### src/adcr_defines.vh
`ifndef ADCR_DEFINES_VH
`define ADCR_DEFINES_VH

// Register word offsets on the primary serial interface.
`define ADCR_ADDR_ANGLE_CAP 8'h04
`define ADCR_ADDR_DIAG 8'h05
`define ADCR_ADDR_ALG 8'h06

// Field positions inside the diagnostic and capture words.
`define ADCR_HI_MSB 31
`define ADCR_HI_LSB 16
`define ADCR_LO_MSB 15
`define ADCR_LO_LSB 0

// Bit positions in the algorithm-enable word.
`define ADCR_BIT_RD 27
`define ADCR_BIT_REF 26
`define ADCR_BIT_BYP 25
`define ADCR_BIT_SS 24
`define ADCR_BIT_INV 22
`define ADCR_BIT_DIR 21
`define ADCR_BIT_SEG 20
`define ADCR_BIT_HRM 19
`define ADCR_BIT_PRE 18
`define ADCR_BIT_FI 16

// Writable bits of the algorithm-enable word and its reset value.
`define ADCR_ALG_WMASK 32'h0f7fffff
`define ADCR_ALG_RESET 32'h00000000
`define ADCR_WORD_RESET 32'h00000000
`define ADCR_HALF_RESET 16'h0000

// Self-test result codes.
`define ADCR_RES_PASS 16'h0000
`define ADCR_RES_TIMEOUT 16'h00ff

// Half of a 65,536-count turn, for the rotate step.
`define ADCR_HALF_TURN 16'h8000

// Sixteen segments of 22.5 degrees: the top four angle bits.
`define ADCR_SEG_SHIFT 12
`define ADCR_SEG_IDX_W 4

`endif

### src/adcr_oor_check.v
`timescale 1ns/1ps
`default_nettype none

// Limit checker shared by the angle and the magnetic field paths.
module adcr_oor_check #(
    parameter W = 16
) (
    input wire clk,
    input wire rst_n,
    input wire enable,
    input wire sample_valid,
    input wire [W-1:0] sample,
    input wire [W-1:0] upper_limit,
    input wire [W-1:0] lower_limit,
    output reg capture,
    output reg over_flag,
    output reg under_flag,
    output reg [W-1:0] captured
);

    wire over_d;
    wire under_d;

    // A sample over the limit is never also reported as under.
    assign over_d = enable && sample_valid && (sample > upper_limit);
    assign under_d = enable && sample_valid && !over_d && (sample < lower_limit);

    // Registered, so the parent may pass them straight to pins.
    always @(posedge clk) begin
        if (!rst_n) begin
            capture <= 1'b0;
            over_flag <= 1'b0;
            under_flag <= 1'b0;
            captured <= {W{1'b0}};
        end else begin
            capture <= over_d || under_d;
            over_flag <= over_d;
            under_flag <= under_d;
            if (over_d || under_d) begin
                captured <= sample;
            end
        end
    end

endmodule // adcr_oor_check

`default_nettype wire

### src/adcr_out_stage.v
`timescale 1ns/1ps
`default_nettype none

`include "adcr_defines.vh"

// Final angle steps after linearization: direction, inversion, half-turn rotation.
module adcr_out_stage #(
    parameter W = 16
) (
    input wire clk,
    input wire rst_n,
    input wire in_valid,
    input wire [W-1:0] in_angle,
    input wire reverse_dir,
    input wire invert,
    input wire rotate_half,
    input wire [W-1:0] clamp_upper,
    output reg out_valid,
    output reg [W-1:0] out_angle
);

    wire [W-1:0] dir_angle;
    wire [W-1:0] inv_angle;
    wire [W-1:0] rot_angle;

    // Negation mirrors the sense of rotation; all sums wrap modulo one full turn.
    assign dir_angle = reverse_dir ? ({W{1'b0}} - in_angle) : in_angle;
    assign inv_angle = invert ? (clamp_upper - dir_angle) : dir_angle;
    assign rot_angle = rotate_half ? (inv_angle + `ADCR_HALF_TURN) : inv_angle;

    // One register stage keeps the path short at the core clock rate.
    always @(posedge clk) begin
        if (!rst_n) begin
            out_valid <= 1'b0;
            out_angle <= {W{1'b0}};
        end else begin
            out_valid <= in_valid;
            if (in_valid) begin
                out_angle <= rot_angle;
            end
        end
    end

endmodule // adcr_out_stage

`default_nettype wire

### src/adcr_regs.v
`timescale 1ns/1ps
`default_nettype none

`include "adcr_defines.vh"

//
// Contract
// - Out-of-limit unclamped angle is stored in the angle capture field bits 15:0.
// - Upper angle violation pulses angle-high flag; lower violation pulses angle-low flag.
// - Self-test writes bits 31:16: zero pass, 0xFF timeout, else failing element count.
// - Any self-test fault pulses the self-test fault flag.
// - Out-of-limit field strength is stored in diagnostic word bits 15:0.
// - Upper field violation pulses field-high flag; lower violation pulses field-low flag.
// - Bit 27 adds half a turn to the final angle, wrapping, as last step.
// - Bit 26 picks eccentricity reference: 0 external encoder, 1 internal angle.
// - Segmented linearization uses reference segments of 22.5 degrees.
// - Bit 25 with bit 20 applies segment offset but skips segment coefficients.
// - Bit 24 gates angle limit checks, clamps and gain stage.
// - Bit 22 outputs upper clamp minus angle; clear outputs angle unchanged.
// - Bit 21 sets post-linearization direction: 0 clockwise, 1 counterclockwise.
// - Bit 20 enables segmented linearization when set.
// - Initialization loads select, bypass, short-stroke, invert, direction bits from NVM.
// - Angles use 65,536 counts per full turn in a 16-bit word.
// - A separate pre-linearization direction bit exists beside the post one.
module adcr_regs #(
    parameter W = 16
) (
    input wire CLK,
    input wire RST_N,
    // Register port of the primary serial interface.
    input wire [7:0] REG_ADDR,
    input wire REG_WR,
    input wire [31:0] REG_WDATA,
    input wire REG_RD,
    output reg [31:0] REG_RDATA,
    output reg REG_RVALID,
    // Non-volatile image applied at initialization.
    input wire NVM_LOAD,
    input wire NVM_SEGLIN_REFERENCE_SELECT,
    input wire NVM_SEGLIN_COEFF_BYPASS,
    input wire NVM_SHORT_STROKE,
    input wire NVM_INVERT_OUTPUT,
    input wire NVM_POST_LIN_DIRECTION,
    input wire NVM_PRE_LIN_DIRECTION,
    // Limits held in neighbouring registers.
    input wire [W-1:0] ANGLE_UPPER_LIMIT,
    input wire [W-1:0] ANGLE_LOWER_LIMIT,
    input wire [W-1:0] CLAMP_UPPER,
    input wire [W-1:0] FIELD_UPPER_LIMIT,
    input wire [W-1:0] FIELD_LOWER_LIMIT,
    // Samples from the angle and field paths.
    input wire ANGLE_VALID,
    input wire [W-1:0] ANGLE_UNCLAMPED,
    input wire FIELD_VALID,
    input wire [W-1:0] FIELD_STRENGTH,
    input wire LIN_IN_VALID,
    input wire [W-1:0] LIN_IN_ANGLE,
    input wire POST_LIN_VALID,
    input wire [W-1:0] POST_LIN_ANGLE,
    // Self-test completion report.
    input wire SELFTEST_DONE,
    input wire SELFTEST_TIMEOUT,
    input wire [W-1:0] SELFTEST_FAIL_COUNT,
    // Error flag set pulses towards the error registers.
    output reg ANGLE_HIGH_FLAG,
    output reg ANGLE_LOW_FLAG,
    output reg FIELD_HIGH_FLAG,
    output reg FIELD_LOW_FLAG,
    output reg SELFTEST_FAULT_FLAG,
    // Algorithm controls.
    output reg ROTATE_HALF_TURN,
    output reg SEGLIN_REFERENCE_SELECT,
    output reg SEGLIN_APPLY_OFFSET,
    output reg SEGLIN_APPLY_COEFFS,
    output reg SHORT_STROKE,
    output reg INVERT_OUTPUT,
    output reg POST_LIN_DIRECTION,
    output reg SEGLIN_ENABLE,
    output reg HARMONIC_LIN_ENABLE,
    output reg PRE_LIN_DIRECTION,
    output reg FILTER_ENABLE,
    output reg [W-1:0] OUTPUT_ZERO_SHIFT,
    // Segment index and final angle.
    output reg SEGMENT_VALID,
    output reg [`ADCR_SEG_IDX_W-1:0] SEGMENT_INDEX,
    output reg FINAL_VALID,
    output reg [W-1:0] FINAL_ANGLE
);

    reg [31:0] alg_q;
    reg [31:0] alg_d;
    reg [W-1:0] temp_cap_q;
    reg [W-1:0] angle_cap_q;
    reg [W-1:0] angle_cap_d;
    reg [W-1:0] selftest_result_q;
    reg [W-1:0] selftest_result_d;
    reg [W-1:0] field_cap_q;
    reg [W-1:0] field_cap_d;
    reg [31:0] rdata_d;

    wire wr_angle_cap;
    wire wr_diag;
    wire wr_alg;
    wire short_stroke_en;
    wire ang_capture;
    wire ang_high;
    wire ang_low;
    wire [W-1:0] ang_value;
    wire fld_capture;
    wire fld_high;
    wire fld_low;
    wire [W-1:0] fld_value;
    wire res_fault;
    wire [W-1:0] res_code;
    wire out_valid;
    wire [W-1:0] out_angle;

    // Address decode for the three words of this bank.
    assign wr_angle_cap = REG_WR && (REG_ADDR == `ADCR_ADDR_ANGLE_CAP);
    assign wr_diag = REG_WR && (REG_ADDR == `ADCR_ADDR_DIAG);
    assign wr_alg = REG_WR && (REG_ADDR == `ADCR_ADDR_ALG);

    assign short_stroke_en = alg_q[`ADCR_BIT_SS];

    // The angle limits only apply in short-stroke mode.
    adcr_oor_check #(
        .W(W)
    ) u_angle_check (
        .clk(CLK),
        .rst_n(RST_N),
        .enable(short_stroke_en),
        .sample_valid(ANGLE_VALID),
        .sample(ANGLE_UNCLAMPED),
        .upper_limit(ANGLE_UPPER_LIMIT),
        .lower_limit(ANGLE_LOWER_LIMIT),
        .capture(ang_capture),
        .over_flag(ang_high),
        .under_flag(ang_low),
        .captured(ang_value)
    );

    // The field limits are checked in every mode.
    adcr_oor_check #(
        .W(W)
    ) u_field_check (
        .clk(CLK),
        .rst_n(RST_N),
        .enable(1'b1),
        .sample_valid(FIELD_VALID),
        .sample(FIELD_STRENGTH),
        .upper_limit(FIELD_UPPER_LIMIT),
        .lower_limit(FIELD_LOWER_LIMIT),
        .capture(fld_capture),
        .over_flag(fld_high),
        .under_flag(fld_low),
        .captured(fld_value)
    );

    // Final angle steps are driven by the live enable bits.
    adcr_out_stage #(
        .W(W)
    ) u_out_stage (
        .clk(CLK),
        .rst_n(RST_N),
        .in_valid(POST_LIN_VALID),
        .in_angle(POST_LIN_ANGLE),
        .reverse_dir(alg_q[`ADCR_BIT_DIR]),
        .invert(alg_q[`ADCR_BIT_INV]),
        .rotate_half(alg_q[`ADCR_BIT_RD]),
        .clamp_upper(CLAMP_UPPER),
        .out_valid(out_valid),
        .out_angle(out_angle)
    );

    // Self-test code: a timeout overrides any element count.
    assign res_code = SELFTEST_TIMEOUT ? `ADCR_RES_TIMEOUT : SELFTEST_FAIL_COUNT;
    assign res_fault = SELFTEST_DONE && (res_code != `ADCR_RES_PASS);

    // Enable word: the NVM load overrides a same-cycle write on the six bits it loads.
    // Masking keeps the reserved bits reading zero.
    always @* begin
        alg_d = alg_q;
        if (wr_alg) begin
            alg_d = REG_WDATA & `ADCR_ALG_WMASK;
        end
        if (NVM_LOAD) begin
            alg_d[`ADCR_BIT_REF] = NVM_SEGLIN_REFERENCE_SELECT;
            alg_d[`ADCR_BIT_BYP] = NVM_SEGLIN_COEFF_BYPASS;
            alg_d[`ADCR_BIT_SS] = NVM_SHORT_STROKE;
            alg_d[`ADCR_BIT_INV] = NVM_INVERT_OUTPUT;
            alg_d[`ADCR_BIT_DIR] = NVM_POST_LIN_DIRECTION;
            alg_d[`ADCR_BIT_PRE] = NVM_PRE_LIN_DIRECTION;
        end
    end

    // Capture fields hold until a new event or a write; the event wins a tie.
    // The written field that races a capture is lost, so no event is missed.
    always @* begin
        angle_cap_d = angle_cap_q;
        field_cap_d = field_cap_q;
        selftest_result_d = selftest_result_q;
        if (wr_angle_cap) begin
            angle_cap_d = REG_WDATA[`ADCR_LO_MSB:`ADCR_LO_LSB];
        end
        if (ang_capture) begin
            angle_cap_d = ang_value;
        end
        if (wr_diag) begin
            field_cap_d = REG_WDATA[`ADCR_LO_MSB:`ADCR_LO_LSB];
            selftest_result_d = REG_WDATA[`ADCR_HI_MSB:`ADCR_HI_LSB];
        end
        if (fld_capture) begin
            field_cap_d = fld_value;
        end
        if (SELFTEST_DONE) begin
            selftest_result_d = res_code;
        end
    end

    // Read multiplexer; unmapped addresses read as zero.
    always @* begin
        case (REG_ADDR)
            `ADCR_ADDR_ANGLE_CAP: begin
                rdata_d = {temp_cap_q, angle_cap_q};
            end
            `ADCR_ADDR_DIAG: begin
                rdata_d = {selftest_result_q, field_cap_q};
            end
            `ADCR_ADDR_ALG: begin
                rdata_d = alg_q;
            end
            default: begin
                rdata_d = `ADCR_WORD_RESET;
            end
        endcase
    end

    // Register storage and the read answer, one cycle after the strobe.
    always @(posedge CLK) begin
        if (!RST_N) begin
            alg_q <= `ADCR_ALG_RESET;
            temp_cap_q <= `ADCR_HALF_RESET;
            angle_cap_q <= `ADCR_HALF_RESET;
            field_cap_q <= `ADCR_HALF_RESET;
            selftest_result_q <= `ADCR_HALF_RESET;
            REG_RDATA <= `ADCR_WORD_RESET;
            REG_RVALID <= 1'b0;
        end else begin
            alg_q <= alg_d;
            angle_cap_q <= angle_cap_d;
            field_cap_q <= field_cap_d;
            selftest_result_q <= selftest_result_d;
            if (wr_angle_cap) begin
                temp_cap_q <= REG_WDATA[`ADCR_HI_MSB:`ADCR_HI_LSB];
            end
            REG_RVALID <= REG_RD;
            if (REG_RD) begin
                REG_RDATA <= rdata_d;
            end
        end
    end

    // Error flag pulses, aligned with the capture they belong to.
    always @(posedge CLK) begin
        if (!RST_N) begin
            ANGLE_HIGH_FLAG <= 1'b0;
            ANGLE_LOW_FLAG <= 1'b0;
            FIELD_HIGH_FLAG <= 1'b0;
            FIELD_LOW_FLAG <= 1'b0;
            SELFTEST_FAULT_FLAG <= 1'b0;
        end else begin
            ANGLE_HIGH_FLAG <= ang_high;
            ANGLE_LOW_FLAG <= ang_low;
            FIELD_HIGH_FLAG <= fld_high;
            FIELD_LOW_FLAG <= fld_low;
            SELFTEST_FAULT_FLAG <= res_fault;
        end
    end

    // Control outputs mirror the enable word one cycle later.
    // The extra stage costs a cycle of latency but keeps every pin on a flop.
    always @(posedge CLK) begin
        if (!RST_N) begin
            ROTATE_HALF_TURN <= 1'b0;
            SEGLIN_REFERENCE_SELECT <= 1'b0;
            SEGLIN_APPLY_OFFSET <= 1'b0;
            SEGLIN_APPLY_COEFFS <= 1'b0;
            SHORT_STROKE <= 1'b0;
            INVERT_OUTPUT <= 1'b0;
            POST_LIN_DIRECTION <= 1'b0;
            SEGLIN_ENABLE <= 1'b0;
            HARMONIC_LIN_ENABLE <= 1'b0;
            PRE_LIN_DIRECTION <= 1'b0;
            FILTER_ENABLE <= 1'b0;
            OUTPUT_ZERO_SHIFT <= `ADCR_HALF_RESET;
        end else begin
            ROTATE_HALF_TURN <= alg_q[`ADCR_BIT_RD];
            SEGLIN_REFERENCE_SELECT <= alg_q[`ADCR_BIT_REF];
            SEGLIN_APPLY_OFFSET <= alg_q[`ADCR_BIT_SEG];
            SEGLIN_APPLY_COEFFS <= alg_q[`ADCR_BIT_SEG] && !alg_q[`ADCR_BIT_BYP];
            SHORT_STROKE <= alg_q[`ADCR_BIT_SS];
            INVERT_OUTPUT <= alg_q[`ADCR_BIT_INV];
            POST_LIN_DIRECTION <= alg_q[`ADCR_BIT_DIR];
            SEGLIN_ENABLE <= alg_q[`ADCR_BIT_SEG];
            HARMONIC_LIN_ENABLE <= alg_q[`ADCR_BIT_HRM];
            PRE_LIN_DIRECTION <= alg_q[`ADCR_BIT_PRE];
            FILTER_ENABLE <= alg_q[`ADCR_BIT_FI];
            OUTPUT_ZERO_SHIFT <= alg_q[`ADCR_LO_MSB:`ADCR_LO_LSB];
        end
    end

    // Segment index: each segment is 4096 counts of a 65,536-count turn.
    // Flagged valid only while segmented linearization is on; the index follows every input sample.
    always @(posedge CLK) begin
        if (!RST_N) begin
            SEGMENT_VALID <= 1'b0;
            SEGMENT_INDEX <= {`ADCR_SEG_IDX_W{1'b0}};
        end else begin
            SEGMENT_VALID <= LIN_IN_VALID && alg_q[`ADCR_BIT_SEG];
            if (LIN_IN_VALID) begin
                SEGMENT_INDEX <= LIN_IN_ANGLE[W-1:W-`ADCR_SEG_IDX_W];
            end
        end
    end

    // Final angle from the output stage, re-registered onto the pins.
    always @(posedge CLK) begin
        if (!RST_N) begin
            FINAL_VALID <= 1'b0;
            FINAL_ANGLE <= `ADCR_HALF_RESET;
        end else begin
            FINAL_VALID <= out_valid;
            if (out_valid) begin
                FINAL_ANGLE <= out_angle;
            end
        end
    end

endmodule // adcr_regs

`default_nettype wire

### config.mk
export PLATFORM = sky130hd
export DESIGN_NAME = adcr_regs
export DESIGN_NICKNAME = d
export VERILOG_FILES = /design/src/adcr_oor_check.v /design/src/adcr_out_stage.v /design/src/adcr_regs.v
export VERILOG_INCLUDE_DIRS = /design/src
export SDC_FILE = /design/constraint.sdc
export NUM_CORES = 1
export LEC_CHECK = 0
export ABC_AREA = 1
export BUFFER_PORTS_ARGS = -buffer_cell sky130_fd_sc_hd__buf_2
export CORE_MARGIN = 2
export CORE_UTILIZATION = 45
export CTS_CLUSTER_SIZE = 8
export DETAILED_ROUTE_END_ITERATION = 10
export PLACE_DENSITY_LB_ADDON = 0.2
export SLEW_MARGIN = 20
export SYNTH_ARGS = -nofsm -noshare
export SYNTH_HDL_FRONTEND = slang
export SYNTH_HIERARCHICAL = 1
export SYNTH_SLANG_ARGS = --single-unit
export TNS_END_PERCENT = 100
### constraint.sdc
create_clock -name CLK -period 4.1 [get_ports CLK]
set_input_delay 0.82 -clock CLK [delete_from_list [all_inputs] [get_ports CLK]]
set_output_delay 0.82 -clock CLK [all_outputs]
set_load 0.01 [all_outputs]
==> impl_metrics.env, run 1 <==
export IMPL_cts_hold_fix_buffers=0
export IMPL_grt_pass1_vias=11800
export IMPL_worst_skew_pair_late_latency_ns=0.50
export IMPL_worst_pin_slew_ns=0.936
export IMPL_leakagePower_nw=8.13
export IMPL_syn_inst=1937
export IMPL_whs_ns=0.408
export IMPL_die_y_um=175
export IMPL_rr_endpoint="u_out_stage/out_angle[15]$_SDFFE_PN0P_"
export IMPL_dpl_hpwl_um=26800
export IMPL_fin_tns_setup_ns=0
export IMPL_grt_ovfl_total=0
export IMPL_grt_util_all_layers=0.236
export IMPL_period_needed_ns=3.16
export IMPL_yosys_area_top_type="dfxtp_1"
export IMPL_period_share=0.772
export IMPL_hold_start="u_field_check/under_flag$_SDFF_PN0_"
export IMPL_viasPerCell=5.00
export IMPL_power_w=0.00576
export IMPL_gp_congestion=0.871
export IMPL_async_reset_ff_frac=0
export IMPL_drive_gt1_frac=0.201
export IMPL_multi_input_area_sq_mm=0.00688
export IMPL_peakVddDrop_v=0.000242
export IMPL_synthFlopType="dfxtp_1"
export IMPL_synth_warnings=6
export IMPL_grt_max_degree=112
export IMPL_r2r_cells=17
export IMPL_status="completed"
export IMPL_netlist_area_sq_mm=0.0131
export IMPL_drt_iter0_markers=985
export IMPL_final_antenna_net_count=0
export IMPL_start_kind="input pin"
export IMPL_syn_nets=2224
export IMPL_die_w_um=175
export IMPL_core_sq_mm=0.0287
export IMPL_vias=12900
export IMPL_slew_violations=0
export IMPL_crit_required_ns=4.53
export IMPL_finalHoldViolCount=0
export IMPL_dp_cells=2526
export IMPL_ff2ff_setup_slack_ns=1.21
export IMPL_cts_root_buf="clkbuf_16"
export IMPL_layout_nets=2466
export IMPL_hold_class="reg -> reg"
export IMPL_final_util=0.540
export IMPL_synth_edf_count=0
export IMPL_ys_ff_latch=232
export IMPL_min_to="FIELD_LOW_FLAG$_SDFF_PN0_"
export IMPL_slew_headroom=0.375
export IMPL_syn_avg_cell_area_sq_um=6.75
export IMPL_cts_buffers_inserted=35
export IMPL_fill_cells=2917
export IMPL_synthTopCellsByCount="nand2_1, inv_1, dfxtp_1"
export IMPL_cts_tree="yes"
export IMPL_syn_to_final_growth_pct=18.5
export IMPL_fmax_mhz=316
export IMPL_finalSetupViolations=0
export IMPL_ys_types=47
export IMPL_cts_max_level=2
export IMPL_maxCapViolations=0
export IMPL_io_buffer_count=291
export IMPL_final_seq_area_sq_mm=0.00465
export IMPL_crit_fanout=5
export IMPL_drc=0
export IMPL_netlist_top_cells_area="dfxtp_1, nand2_1, inv_1"
export IMPL_min_path_cells=2
export IMPL_placementRows=62
export IMPL_grt_antenna_before_repair=4
export IMPL_path_clk_slew_ns=0.05
export IMPL_cts_buffer_depth=3
export IMPL_rr_startpoint="alg_q[21]$_SDFFE_PN0P_"
export IMPL_fin_skew_ns=0.0217
export IMPL_p_per_area_mw_per_mm2=371
export IMPL_dieArea_sq_mm=0.0305
export IMPL_finalWirelength_um=36800
export IMPL_ys_seq_area_frac=0.355
export IMPL_initial_core_util=0.456
export IMPL_cp_end_kind="flip-flop"
export IMPL_cts_sinks=232
export IMPL_yosysMostFrequentCell="nand2_1"
export IMPL_netlist_area_leader_share=0.355
export IMPL_boundaryPins=304
export IMPL_postCtsSetupBuffers=0
export IMPL_fin_cells=2569
export IMPL_worstSetupPathType="in -> reg"
export IMPL_grt_setup_unrepaired="no"
export IMPL_dr_pass1_iters=7
export IMPL_grt_pass1_wl_um=59300
export IMPL_routedWlPerCell_um=14.3
export IMPL_cp_data_arrival_time_ns=3.59
export IMPL_cts_resized=0
## power breakdown
part,total [W],switching (W),internal (W)
Clock,0.00250,0.000953,0.00155
Sequential,0.00240,0.0000542,0.00235
Combinational,0.000854,0.000534,0.000320
Total,0.00576,0.00154,0.00421
## cell usage in the layout, fill, tap and decap left out, types with 3 or more instances in the layout
cell	netlist	layout
nand2_1	423	423
buf_2	26	290
inv_1	261	261
dfxtp_1	232	231
nor2_1	205	205
nand3_1	187	187
a21oi_1	152	152
o21ai_0	150	150
ha_1	69	69
clkbuf_16	0	36
nand2_2	29	29
nand3_2	24	24
nor2_2	12	12
inv_2	9	9
buf_4	15	9
nand4_1	8	8
xor2_1	8	8
nor3_1	7	7
a21oi_2	6	6
nor2_4	5	5
o21ai_1	5	5
a22oi_1	5	5
nand2_4	5	5
a21o_1	4	4
o211ai_1	4	4
a31oi_1	4	4
diode_2	0	3
o22ai_1	3	3
nand3b_1	3	3
## worst max path at each step
stage                     slack [ns]                                endpoint               from
after floorplan                 0.99  u_out_stage/out_angle[15]$_SDFFE_PN0P_  POST_LIN_ANGLE[0]
after global placement          0.52  u_out_stage/out_angle[15]$_SDFFE_PN0P_  POST_LIN_ANGLE[0]
after detailed placement        0.47  u_out_stage/out_angle[15]$_SDFFE_PN0P_  POST_LIN_ANGLE[0]
after CTS                       0.96  u_out_stage/out_angle[15]$_SDFFE_PN0P_  POST_LIN_ANGLE[0]
after global routing            0.60  u_out_stage/out_angle[15]$_SDFFE_PN0P_  POST_LIN_ANGLE[0]
final                           0.94  u_out_stage/out_angle[15]$_SDFFE_PN0P_  POST_LIN_ANGLE[0]
## worst max-delay path: stages
cell      delay [ns]
buf_2           0.12
inv_1           0.08
ha_1            0.25
nand2_1         0.11
a21boi_0        0.30
inv_1           0.08
ha_1            0.35
nand3_1         0.09
nand2_1         0.10
inv_1           0.04
o21ai_0         0.28
nand3_1         0.15
a21oi_1         0.29
nand3_2         0.11
nand3_2         0.07
nand2_1         0.05
nand3_1         0.07
nand3_1         0.07
nand3_1         0.08
nand2_1         0.05
inv_1           0.04
## cells by family (layout without fill, tap and decap cells)
logic type / after synthesis / after routing / share of synthesized area
xor gates and xnor gates: 9 / 9 / 0.00603
DFF: 232 / 232 / 0.355
buffers and inverters: 366 / 611 / 0.119
adders and majority gates: 70 / 70 / 0.0675
and+or+nand+nor: 919 / 919 / 0.315
other: 1 / 4 / 0.000287
AOI/OAI and AO/OA: 340 / 340 / 0.137
## sequential cells by signal (all words and copies together) (netlist names), 16 cells and up
register and cells:
FINAL_ANGLE 16, OUTPUT_ZERO_SHIFT 16, REG_RDATA 32, alg_q 27, angle_cap_q 16, field_cap_q 16, selftest_result_q 16, temp_cap_q 16
u_angle_check/captured 16, u_field_check/captured 16, u_out_stage/out_angle 16
## cell type report
type	instances	area share
Tap cell	384	0.0310
Antenna cell	3	0.000484
Multi-Input combinational cell	1339	0.444
Sequential cell	232	0.300
Timing Repair Buffer	300	0.0992
Clock inverter	4	0.00242
Clock buffer	36	0.0581
Inverter	271	0.0656
## metal layers
| metal | wire [um] | part of all wire | GRT usage |
|---|---|---|---|
| met4 | 881 | 0.024 | 0.0691 |
| met2 | 15800 | 0.43 | 0.366 |
| met1 | 17700 | 0.48 | 0.336 |
| met3 | 2470 | 0.067 | 0.0405 |
| met5 | 13 | 0.00035 | 0 |
## per-stage QoR
stage | setup slack (ns) | cell area, sq um
after floorplan | 0.989 | 13100
after global placement | 0.525 | 14600
after detailed placement | 0.468 | 14600
after CTS | 0.959 | 15500
after global routing | 0.602 | 15500
final | 0.937 | 15500
Power figures use the tool's default switching activity.
==> inputs of run 2 (changes only) <==
==> constraint.sdc (replaced) <==
create_clock -name CLK -period 2.6 [get_ports CLK]
set_input_delay 0.52 -clock CLK [delete_from_list [all_inputs] [get_ports CLK]]
set_output_delay 0.52 -clock CLK [all_outputs]
set_load 0.01 [all_outputs]
==> run 2 against run 1 <==
  * Clock skew fell by 0.0015 ns
  * Global-route usage rose by 0.36 points
  * Non-clock buffer count rose by 42
  * Register-to-register slack got worse by 1.1 ns
  * Die area did not move
  * Setup slack got worse by 0.79 ns
  * Utilization rose by 1.3 points
  * Largest cell class unchanged
  * Cell count rose by 1.5%
  * Critical path depth fell by 1
  * Largest power group unchanged
  * Hold slack got worse by 0.14 ns
  * Via count rose by 1.7%
  * Highest routed layer unchanged
==> impl_metrics.env, run 2 (same netlist as run 1, synthesis figures left out) <==
export IMPL_min_to="SEGMENT_INDEX[2]$_SDFFE_PN0P_"
export IMPL_initial_core_util=0.456
export IMPL_cts_tree="yes"
export IMPL_grt_util_all_layers=0.240
export IMPL_fin_area_sq_mm=0.0159
export IMPL_grt_pass1_wl_um=60200
export IMPL_ff2ff_setup_slack_ns=0.15
export IMPL_regMostFlops="REG_RDATA"
export IMPL_p_per_area_mw_per_mm2=571
export IMPL_syn_to_final_growth_pct=21.5
export IMPL_fmax_mhz=408
export IMPL_hold_start="LIN_IN_ANGLE[14]"
export IMPL_finalWirelength_um=37500
export IMPL_worst_pin_slew_ns=0.631
export IMPL_final_common_cell="nand2_1"
export IMPL_cts_buffers_inserted=34
export IMPL_core_sq_mm=0.0287
export IMPL_rr_endpoint="u_out_stage/out_angle[14]$_SDFFE_PN0P_"
export IMPL_whs_ns=0.264
export IMPL_period_share=0.942
export IMPL_min_path_cells=3
export IMPL_cp_data_arrival_time_ns=2.83
export IMPL_drt_iter0_markers=1110
export IMPL_routedWlPerCell_um=14.4
export IMPL_finalHoldViolCount=0
export IMPL_die_w_um=175
export IMPL_mostFrequentLayoutCells="nand2_1, buf_2, inv_1, dfxtp_1, nor2_1"
export IMPL_grt_max_degree=102
export IMPL_crit_fanout=7
export IMPL_drc=0
export IMPL_fin_skew_ns=0.0202
export IMPL_status="completed"
export IMPL_leakagePower_nw=8.32
export IMPL_dpl_hpwl_um=27700
export IMPL_final_antenna_net_count=0
export IMPL_cts_hold_fix_buffers=0
export IMPL_r2r_cells=20
export IMPL_dpl_cell_area_sq_mm=0.0149
export IMPL_io_buffer_count=291
export IMPL_gp_congestion=0.853
export IMPL_worst_skew_pair_late_latency_ns=0.50
export IMPL_cp_end_kind="flip-flop"
export IMPL_fill_cells=2837
export IMPL_slew_headroom=0.579
export IMPL_dieArea_sq_mm=0.0305
export IMPL_largest_reg_flops=32
export IMPL_grt_pass1_vias=12100
export IMPL_maxCapViolations=0
export IMPL_worstSetupPathType="reg -> reg"
export IMPL_placementRows=62
export IMPL_rr_startpoint="alg_q[21]$_SDFFE_PN0P_"
export IMPL_power_w=0.00908
export IMPL_cts_buffer_depth=3
export IMPL_cts_sinks=232
export IMPL_finalSetupViolations=0
export IMPL_dr_pass1_iters=5
export IMPL_path_clk_slew_ns=0.06
export IMPL_peakVddDrop_v=0.000328
export IMPL_hold_class="in -> reg"
export IMPL_crit_start="alg_q[21]$_SDFFE_PN0P_"
export IMPL_grt_setup_unrepaired="yes"
export IMPL_vias=13100
export IMPL_cts_root_buf="clkbuf_16"
export IMPL_top_regs="REG_RDATA (32), alg_q (27)"
export IMPL_grt_ovfl_total=0
export IMPL_viasPerCell=5.01
export IMPL_grt_antenna_before_repair=5
export IMPL_cts_max_level=2
export IMPL_slew_violations=0
export IMPL_boundaryPins=304
export IMPL_die_y_um=175
export IMPL_period_needed_ns=2.45
export IMPL_crit_required_ns=2.98
export IMPL_start_kind="flip-flop"
export IMPL_drive_gt1_frac=0.226
export IMPL_layout_nets=2507
## run 2: changes by cell type in the layout (fill, tap and decap cells not counted), sizes merged
cell,previous run,this run
buf,300,342
clkinv,3,1
clkbuf,36,35
clkinvlp,1,0
diode,3,4
## run 2: how the worst max path moves through the flow
stage,to,slack [ns],cells after the start
floorplan,u_out_stage/out_angle[14]$_SDFFE_PN0P_,0.003,22
global placement,u_out_stage/out_angle[14]$_SDFFE_PN0P_,-0.32,23
detailed placement,u_out_stage/out_angle[14]$_SDFFE_PN0P_,-0.38,23
CTS,u_out_stage/out_angle[14]$_SDFFE_PN0P_,0.11,20
global route,u_out_stage/out_angle[13]$_SDFFE_PN0P_,-0.03,19
finish,u_out_stage/out_angle[14]$_SDFFE_PN0P_,0.15,20
## run 2: report_power, final
group	switching [W]	total (W)	internal, W	leakage, nW
combinational	0.000882	0.00146	0.000580	5.99
clock	0.00147	0.00382	0.00235	0.436
sequential	0.0000892	0.00379	0.00370	1.89
total	0.00244	0.00908	0.00664	8.32
## run 2: critical path, cell delays in order (launching register included)
cell	delay, ns
dfxtp_4	0.41
nand2_1	0.09
o21ai_2	0.08
inv_2	0.08
fa_2	0.39
nand2_1	0.07
nand2_1	0.06
a21oi_2	0.19
nor2_2	0.06
o21ai_1	0.11
nand2_1	0.09
nand4_1	0.08
nand2_1	0.09
nand2_2	0.08
nand2_2	0.07
nand2_1	0.08
nand2_1	0.05
nand2_1	0.05
nand3_1	0.06
nand2_1	0.09
a21oi_2	0.05
## run 2: final cells by class
cell class	instances	area (sq um)	area share
diodes	4	10.0	0.000630
clock buffers	35	876	0.0551
clock inverters	1	8.76	0.000551
inverters	271	1020	0.0642
multi-input cells	1339	6980	0.439
flip-flops and latches	232	4650	0.292
well taps	384	480	0.0302
repair buffers	342	1870	0.117
## run 2: timing repair
item	in CTS	in global routing
buffers inserted	0	2
pin swaps	0	13
hold endpoints to repair	0	0
gates resized for setup	1	20
endpoints found under the setup margin	1	6
## run 2: per-stage QoR
step / worst slack, ns / util / setup TNS (ns) / cells
6_report: 0.151 / 0.554 / 0 / 2608
5_1_grt: -0.0301 / 0.553 / -0.0493 / 2605
4_1_cts: 0.109 / 0.551 / 0 / 2602
3_5_place_dp: -0.383 / 0.520 / -2.63 / 2566
3_3_place_gp: -0.317 / 0.520 / -1.92 / 2566
2_1_floorplan: 0.00282 / - / 0 / 1937
## run 2: routing by layer
layer  up-vias  global-route usage  share of wire
met4         2              0.0708          0.022
met5         -                   0        0.00019
met3        59              0.0468          0.073
met1      5824               0.341           0.47
met2       437               0.368           0.43
li1       6742                   -              -
